`config.mk`:
```
export PLATFORM = sky130hd
export DESIGN_NAME = dars_top
export DESIGN_NICKNAME = d
export VERILOG_FILES = /design/src/dars_pkg.sv /design/src/dars_buf.sv /design/src/dars_top.sv
export VERILOG_INCLUDE_DIRS = /design/src
export SDC_FILE = /design/constraint.sdc
export NUM_CORES = 1
export LEC_CHECK = 0
export ABC_CLOCK_PERIOD_IN_PS = 2100
export BUFFER_PORTS_ARGS = -buffer_cell sky130_fd_sc_hd__buf_2
export CAP_MARGIN = 20
export CORE_MARGIN = 2
export CORE_UTILIZATION = 35
export DETAILED_ROUTE_END_ITERATION = 7
export GPL_ROUTABILITY_DRIVEN = 1
export SYNTH_ARGS = -nofsm -noshare
export SYNTH_HDL_FRONTEND = slang
export SYNTH_SLANG_ARGS = --single-unit
```
`constraint.sdc`:
```
create_clock -name clk -period 2.1 [get_ports clk]
set_input_delay 0.315 -clock clk [delete_from_list [all_inputs] [get_ports clk]]
set_output_delay 0.315 -clock clk [all_outputs]
set_load 0.01 [all_outputs]
```
`src/dars_regs.svh`:
```
// Constants for the dual converter serial readout block
`ifndef DARS_REGS_SVH
`define DARS_REGS_SVH
`define DARS_RES_W        12
`define DARS_FRAME_BITS   32
`define DARS_CNT_W        6
`define DARS_HOLD_FALLS   6'h0d
`define DARS_CONV_FALLS   6'h0e
`define DARS_LAST_FALL    6'h20
`define DARS_CNT_ZERO     6'h00
`define DARS_CNT_ONE      6'h01
`define DARS_ZERO_PAIR    2'h0
`define DARS_SYNC_RESET   3'h7
`endif

```
`src/dars_pkg.sv`:
```
// Types and the frame word builder of the serial readout block
`include "dars_regs.svh"
package dars_pkg;
  typedef enum logic [1:0] {
    DARS_IDLE,
    DARS_FIRST,
    DARS_SECOND,
    DARS_PARKED
  } dars_state_t;

  typedef logic [`DARS_FRAME_BITS-1:0] dars_word_t;

  // Two leading zeros, result, two trailing zeros, then the other result alike
  function automatic dars_word_t dars_frame(input logic [`DARS_RES_W-1:0] own,
                                            input logic [`DARS_RES_W-1:0] other);
    dars_frame = {`DARS_ZERO_PAIR, own, `DARS_ZERO_PAIR,
                  `DARS_ZERO_PAIR, other, `DARS_ZERO_PAIR};
  endfunction : dars_frame
endpackage : dars_pkg

```
`src/dars_buf.sv`:
```
// Small result buffer with valid and ready on both sides
`timescale 1ns/1ps
module dars_buf #(
  parameter int W     = 24,
  parameter int DEPTH = 2
) (
  input  wire logic         clk,
  input  wire logic         rst_b,
  input  wire logic [W-1:0] in_data,
  input  wire logic         in_valid,
  output logic              in_ready,
  output logic [W-1:0]      out_data,
  output logic              out_valid,
  input  wire logic         out_ready
);
  localparam int AW = (DEPTH > 1) ? $clog2(DEPTH) : 1;
  localparam int CW = $clog2(DEPTH + 1);

  logic [W-1:0]  mem_q [DEPTH];
  logic [AW-1:0] wr_q;
  logic [AW-1:0] rd_q;
  logic [CW-1:0] cnt_q;
  logic          push;
  logic          pop;
  logic [CW-1:0] cnt_d;

  assign push      = in_valid && in_ready;
  assign pop       = out_valid && out_ready;
  assign out_valid = (cnt_q != '0);
  assign out_data  = mem_q[rd_q];

  // Next fill level; ready is registered so the source sees a flop
  always_comb begin
    cnt_d = cnt_q;
    if (push && !pop) cnt_d = cnt_q + CW'(1);
    if (pop && !push) cnt_d = cnt_q - CW'(1);
  end

  // Pointers and fill level
  always_ff @(posedge clk or negedge rst_b) begin
    if (!rst_b) begin
      wr_q     <= '0;
      rd_q     <= '0;
      cnt_q    <= '0;
      in_ready <= 1'b0;
    end else begin
      if (push) wr_q <= (wr_q == AW'(DEPTH - 1)) ? '0 : wr_q + AW'(1);
      if (pop)  rd_q <= (rd_q == AW'(DEPTH - 1)) ? '0 : rd_q + AW'(1);
      cnt_q    <= cnt_d;
      in_ready <= (cnt_d != CW'(DEPTH));
    end
  end

  // Storage needs no reset; it is only read while counted valid
  always_ff @(posedge clk) begin
    if (push) mem_q[wr_q] <= in_data;
  end
endmodule : dars_buf

```
`src/dars_top.sv`:
```
// Serial conversion and readout interface of a dual simultaneous converter
`timescale 1ns/1ps
`include "dars_regs.svh"
module dars_top (
  input  wire logic                   clk,
  input  wire logic                   rst_b,
  input  wire logic                   frame_sel_b,
  input  wire logic                   sclk,
  input  wire logic [`DARS_RES_W-1:0] res_first,
  input  wire logic [`DARS_RES_W-1:0] res_second,
  input  wire logic                   res_valid,
  output logic                        res_ready,
  output logic                        serial_out_first,
  output logic                        serial_out_first_oe,
  output logic                        serial_out_second,
  output logic                        serial_out_second_oe,
  output logic                        hold_q,
  output logic                        sample_q,
  output logic                        convert_q,
  output logic                        missing_q
);

  //////////////////////////////////////////////////////////////////////////
  // Decoders shared by several processes

  // Edge tests on a synchronised pin: the newer of two stages against the one before
  function automatic logic pin_fell(input logic new_lvl, input logic old_lvl);
    pin_fell = !new_lvl && old_lvl;
  endfunction : pin_fell

  function automatic logic pin_rose(input logic new_lvl, input logic old_lvl);
    pin_rose = new_lvl && !old_lvl;
  endfunction : pin_rose

  // The coming clock fall lands on a goal count in a given state; both the
  // drive enable and the conversion flag end on such a fall
  function automatic logic fall_reaches(input dars_pkg::dars_state_t st,
                                        input dars_pkg::dars_state_t want,
                                        input logic [`DARS_CNT_W-1:0] cnt,
                                        input logic [`DARS_CNT_W-1:0] goal);
    fall_reaches = (st == want) && (cnt == goal);
  endfunction : fall_reaches

  //////////////////////////////////////////////////////////////////////////
  // Pin synchronisers and edge detection
  logic [2:0] cs_sync_q;
  logic [2:0] ck_sync_q;
  logic       cs_fall;
  logic       cs_rise;
  logic       ck_fall;
  logic       ck_rise;

  // Stage 0 is read only by stage 1; edges compare stages 1 and 2
  // Three stages cost clocks of latency but keep metastability off the decode
  always_ff @(posedge clk or negedge rst_b) begin
    if (!rst_b) begin
      cs_sync_q <= `DARS_SYNC_RESET;
      ck_sync_q <= `DARS_SYNC_RESET;
    end else begin
      cs_sync_q <= {cs_sync_q[1:0], frame_sel_b};
      ck_sync_q <= {ck_sync_q[1:0], sclk};
    end
  end

  assign cs_fall = pin_fell(cs_sync_q[1], cs_sync_q[2]);
  assign cs_rise = pin_rose(cs_sync_q[1], cs_sync_q[2]);
  assign ck_fall = pin_fell(ck_sync_q[1], ck_sync_q[2]);
  assign ck_rise = pin_rose(ck_sync_q[1], ck_sync_q[2]);

  //////////////////////////////////////////////////////////////////////////
  // Result buffer between the converter core and the shifters
  logic [2*`DARS_RES_W-1:0] buf_data;
  logic                     buf_valid;
  logic                     buf_pop;

  // A frame start drains one pair; the core stalls on res_ready
  assign buf_pop = cs_fall;

  dars_buf #(
    .W     (2*`DARS_RES_W),
    .DEPTH (2)
  ) dars_buf_inst (
    .clk       (clk),
    .rst_b     (rst_b),
    .in_data   ({res_first, res_second}),
    .in_valid  (res_valid),
    .in_ready  (res_ready),
    .out_data  (buf_data),
    .out_valid (buf_valid),
    .out_ready (buf_pop)
  );

  //////////////////////////////////////////////////////////////////////////
  // Frame sequencing
  dars_pkg::dars_state_t     state_q;
  logic [`DARS_CNT_W-1:0]    falls_q;
  logic [`DARS_CNT_W-1:0]    falls_d;
  logic                      shifting;

  assign falls_d  = falls_q + `DARS_CNT_ONE;
  assign shifting = (state_q == dars_pkg::DARS_FIRST) ||
                    (state_q == dars_pkg::DARS_SECOND);

  // Select rise wins over any clock edge seen in the same cycle
  always_ff @(posedge clk or negedge rst_b) begin
    if (!rst_b) begin
      state_q <= dars_pkg::DARS_IDLE;
      falls_q <= `DARS_CNT_ZERO;
    end else if (cs_rise) begin
      state_q <= dars_pkg::DARS_IDLE;
      falls_q <= `DARS_CNT_ZERO;
    end else if (cs_fall) begin
      state_q <= dars_pkg::DARS_FIRST;
      falls_q <= `DARS_CNT_ZERO;
    end else if (ck_fall && shifting) begin
      falls_q <= falls_d;
      unique case (state_q)
        dars_pkg::DARS_FIRST: begin
          if (falls_d == `DARS_CONV_FALLS) state_q <= dars_pkg::DARS_SECOND;
        end
        dars_pkg::DARS_SECOND: begin
          if (falls_d == `DARS_LAST_FALL) state_q <= dars_pkg::DARS_PARKED;
        end
        dars_pkg::DARS_IDLE,
        dars_pkg::DARS_PARKED: begin
        end
      endcase
    end
  end

  //////////////////////////////////////////////////////////////////////////
  // Output shifters
  logic [`DARS_FRAME_BITS-1:0] sh_first_q;
  logic [`DARS_FRAME_BITS-1:0] sh_second_q;
  logic [`DARS_RES_W-1:0]      load_first;
  logic [`DARS_RES_W-1:0]      load_second;

  // An empty buffer at frame start sends zeros rather than stale data
  assign load_first  = buf_valid ? buf_data[2*`DARS_RES_W-1:`DARS_RES_W] : '0;
  assign load_second = buf_valid ? buf_data[`DARS_RES_W-1:0] : '0;

  // Bit on the pin is the shifter top; it is zero right at select fall
  always_ff @(posedge clk or negedge rst_b) begin
    if (!rst_b) begin
      sh_first_q  <= '0;
      sh_second_q <= '0;
    end else if (cs_fall) begin
      sh_first_q  <= dars_pkg::dars_frame(load_first, load_second);
      sh_second_q <= dars_pkg::dars_frame(load_second, load_first);
    end else if (ck_fall && shifting) begin
      sh_first_q  <= {sh_first_q[`DARS_FRAME_BITS-2:0], 1'b0};
      sh_second_q <= {sh_second_q[`DARS_FRAME_BITS-2:0], 1'b0};
    end
  end

  // Data changes only on falling edges, so a slow host may sample on rises
  assign serial_out_first  = sh_first_q[`DARS_FRAME_BITS-1];
  assign serial_out_second = sh_second_q[`DARS_FRAME_BITS-1];

  //////////////////////////////////////////////////////////////////////////
  // Line drive enables
  logic oe_q;

  // Both lines are driven together in either read style
  always_ff @(posedge clk or negedge rst_b) begin
    if (!rst_b) begin
      oe_q <= 1'b0;
    end else if (cs_rise) begin
      oe_q <= 1'b0;
    end else if (cs_fall) begin
      oe_q <= 1'b1;
    end else if (ck_fall && fall_reaches(state_q, dars_pkg::DARS_SECOND,
                                         falls_d, `DARS_LAST_FALL)) begin
      oe_q <= 1'b0;
    end
  end

  assign serial_out_first_oe  = oe_q;
  assign serial_out_second_oe = oe_q;

  //////////////////////////////////////////////////////////////////////////
  // Track and hold, conversion activity
  // Hold runs to the rise after fall 13; a cut frame releases it at select rise
  always_ff @(posedge clk or negedge rst_b) begin
    if (!rst_b) begin
      hold_q <= 1'b0;
    end else if (cs_rise) begin
      hold_q <= 1'b0;
    end else if (cs_fall) begin
      hold_q <= 1'b1;
    end else if (ck_rise && falls_q >= `DARS_HOLD_FALLS) begin
      hold_q <= 1'b0;
    end
  end

  // Conversion needs fourteen falls; an early select rise aborts it
  always_ff @(posedge clk or negedge rst_b) begin
    if (!rst_b) begin
      convert_q <= 1'b0;
    end else if (cs_rise) begin
      convert_q <= 1'b0;
    end else if (cs_fall) begin
      convert_q <= 1'b1;
    end else if (ck_fall && fall_reaches(state_q, dars_pkg::DARS_FIRST,
                                         falls_d, `DARS_CONV_FALLS)) begin
      convert_q <= 1'b0;
    end
  end

  //////////////////////////////////////////////////////////////////////////
  // Sample strobe to the core and missing-result flag
  always_ff @(posedge clk or negedge rst_b) begin
    if (!rst_b) begin
      sample_q  <= 1'b0;
      missing_q <= 1'b0;
    end else begin
      sample_q <= cs_fall;
      if (cs_fall) missing_q <= !buf_valid;
    end
  end

endmodule : dars_top

```
==> out/results.txt <==
DR vias/cell - 4.81
CP max-delay cell - dfrtp_1
number of global-route vias before repair - 3523
pre-CTS WS - 275 ps
Max Cap Viol - 0
die width - 129 µm
post-synthesis sequential area ratio - 0.646
Core ar. - 15300 µm²
clock latency on the worst-skew pair - 420 ps
fmax - 539 MHz
Worst IR Drop VDD - 736 µV
# fillers - 1426
routed len/inst - 13.8 µm
Seq cells post-synth - 132
CTS buffer count - 17
Detail Route Antenna Nets - 0
synth warn - 0
Avg Synthesized Cell Area - 12.8 µm²
Syn Inst Count - 430
Mapped Area - 5500 µm²
cell area after layout - 6530 µm²
CP Capture Type - flop
Top-Level Pins - 38
ys async rst share - 0.636
final hold violation count - 0
status - complete, no violations
Layout Nets - 515
gpl congestion - 0.771
worst setup margin - 245 ps
Synth Flop Type - dfrtp_1
Starting Density - 0.360
final slew viol count - 0
post-layout util - 0.428
Fin Setup TNS - 0 ps
Mapped Nets - 468
Clk Tree Root Cell - clkbuf_16
pin count of the biggest net entering global routing - 59
actual transition at the worst max-transition pin - 515 ps
CTS tree - done
Die ar. - 16700 µm²
first-pass GRT wire length - 17.0 mm
clock sink count - 132
number of synthesized flops with an enable pin - 48
max_slew headroom - 0.656
Core Rows - 45
Setup Crit Path Kind - flop to flop
Final Cycle Share - 0.883
Min-Delay Path Class - primary input to flop
Synth cell types - 38
Setup Skew - 5.43 ps
CP startpoint kind - flop
Initial DRC Count - 197
H-tree level count - 4
GRT overflow - 0
RSZ-0062 raised after global routing - false
Clock transition at path regs - 60 ps
port bufs - 37
Critical Path RT - 2400 ps
Via Count - 3371
post-DP HPWL - 6.32 mm
DRT Pass-1 Iters - 4
PD cells - 1210 nW/µm²
antenna violations before repair - 0
Detailed Route WL - 9.70 mm
Chip Height - 129 µm
CP Max Fanout - 58
P_leak - 2.63 nW
Min Clock Period, post-route - 1860 ps
Final setup viols - 0
critical path arrival - 2150 ps
Placed Area - 5960 µm²
crit path cell chain - inv_1 -> ha_1 -> nand2b_1 -> nand2_1 -> buf_12 -> o21ai_0 -> o22a_1
layout cells sized above 1 - 0.194
GRT Util Overall - 0.131
ANT cells - 0
Remaining DRCs - 0
max incr delay on CP - 360 ps
clock tree buffer depth - 2
area grow syn2layout - 18.7%
==> cell families (layout without fill, tap and decap cells) <==
| logic type | count (synthesis) | after routing | synth area share |
|---|---|---|---|
| flip-flops | 132 | 132 | 0.646 |
| AO/OA/AOI/OAI | 108 | 108 | 0.133 |
| AND/OR/NAND/NOR | 108 | 108 | 0.104 |
| buffers and inverters | 37 | 97 | 0.0316 |
| multiplexers | 30 | 30 | 0.0555 |
| adder cells (fa/ha/maj) | 9 | 9 | 0.0205 |
| XOR/XNOR | 6 | 6 | 0.00956 |
==> path summary, 6_finish.rpt <==
check                      slack, ps              startpoint                             endpoint  cells after the start
max in group asynchronous       1010                   rst_b               ck_sync_q[1]$_DFF_PN1_                      3
hold reg to reg                  360  ck_sync_q[0]$_DFF_PN1_               ck_sync_q[1]$_DFF_PN1_                      0
setup / recovery                 240  state_q[0]$_DFFE_PN0P_            sh_first_q[5]$_DFFE_PN0P_                      7
hold / removal                    80           res_second[8]  dars_buf_inst.mem_q[0][8]$_DFFE_PP_                      1
min in group asynchronous        420                   rst_b          sh_second_q[31]$_DFFE_PN0P_                      2
setup reg to reg                 240  state_q[0]$_DFFE_PN0P_            sh_first_q[5]$_DFFE_PN0P_                      7
==> synthesized netlist by cell type (2+ instances only) <==
cell type / instances / area (µm²)
mux2_2: 3 / 33.8
edfxtp_1: 48 / 1440
nand2b_1: 3 / 18.8
buf_4: 3 / 22.5
a31oi_1: 4 / 25.0
ha_1: 9 / 113
nand2_1: 37 / 139
nand4_1: 2 / 12.5
xnor2_1: 4 / 35.0
clkbuf_1: 7 / 26.3
nor2_1: 11 / 41.3
dfstp_2: 6 / 158
xor2_1: 2 / 17.5
mux2i_1: 26 / 260
nor2b_1: 46 / 288
a21o_1: 2 / 15.0
dfrtp_1: 78 / 1950
buf_2: 13 / 65.1
o22a_1: 44 / 385
and3_1: 2 / 12.5
o31ai_1: 2 / 15.0
inv_1: 12 / 45.0
a21oi_1: 15 / 75.1
o21ai_0: 36 / 180
nor3b_1: 2 / 15.0
==> worst max-delay path, delay by kind of cell (launching register included) <==
kind                     cells  cell delay [ps]
AND/OR/NAND/NOR              2              340
buffers and inverters        2              310
AO/OA/AOI/OAI                2              400
adder cells (fa/ha/maj)      1              310
flip-flops                   1              360
==> flip-flops by register name, indices dropped and copies added, names as in the netlist <==
signal                  flops
dars_buf_inst.mem_q        48
sh_first_q                 30
sh_second_q                30
falls_q                     6
ck_sync_q                   3
cs_sync_q                   3
dars_buf_inst.cnt_q         2
state_q                     2
convert_q                   1
dars_buf_inst.in_ready      1
dars_buf_inst.rd_q          1
dars_buf_inst.wr_q          1
hold_q                      1
missing_q                   1
sample_q                    1
serial_out_first_oe         1
==> timing repair <==
| item | CTS | global route |
|---|---|---|
| setup buffers | 0 | 0 |
| resized for setup | 0 | 0 |
| hold buffers | 3 | 0 |
| hold endpoints to repair | 38 | 0 |
==> where the power goes <==
part	leakage [nW]	internal (mW)	switching, mW
Clock	0.245	1.51	1.11
Combinational	0.946	0.833	0.796
Sequential	1.44	3.35	0.320
Total	2.63	5.69	2.23
==> through the flow <==
step / power (mW) / hold slack (ps) / instances
after floorplan: 4.88 / 19.4 / 430
after global placement: 5.30 / 329 / 666
after detailed placement: 5.36 / 341 / 666
after CTS: 8.05 / 57.8 / 701
after global routing: 8.40 / 62.1 / 701
final: 7.92 / 82.4 / 701
==> layout by cell type, fill, tap and decap left out, drive strengths merged, types with 4 or more instances in the layout <==
cell and instances:
nor2 11, nand2 37, a21oi 15, o21ai 37, xnor2 4, mux2i 26, nor2b 46, a31oi 4
ha 9, buf 50, clkinv 5, clkinvlp 6, edfxtp 48, inv 15, clkbuf 18, o22a 44
mux2 4, dfstp 6, dfrtp 78
==> per-layer routing <==
layer,vias up,global-route usage,share of wire
li1,1634,-,-
met1,1669,0.171,0.48
met2,56,0.200,0.46
met3,12,0.0442,0.039
met4,0,0.0537,0.016
met5,-,0,0
==> area by class of cell <==
| cell class | count | area [µm²] | share of cell area |
|---|---|---|---|
| repair buffers | 53 | 353 | 0.0540 |
| multi-input cells | 261 | 1780 | 0.273 |
| well taps | 211 | 264 | 0.0404 |
| inverters | 12 | 45.0 | 0.00690 |
| clock inverters | 14 | 108 | 0.0165 |
| flip-flops and latches | 132 | 3550 | 0.544 |
| clock buffers | 18 | 429 | 0.0657 |
Power figures use the tool's default switching activity.
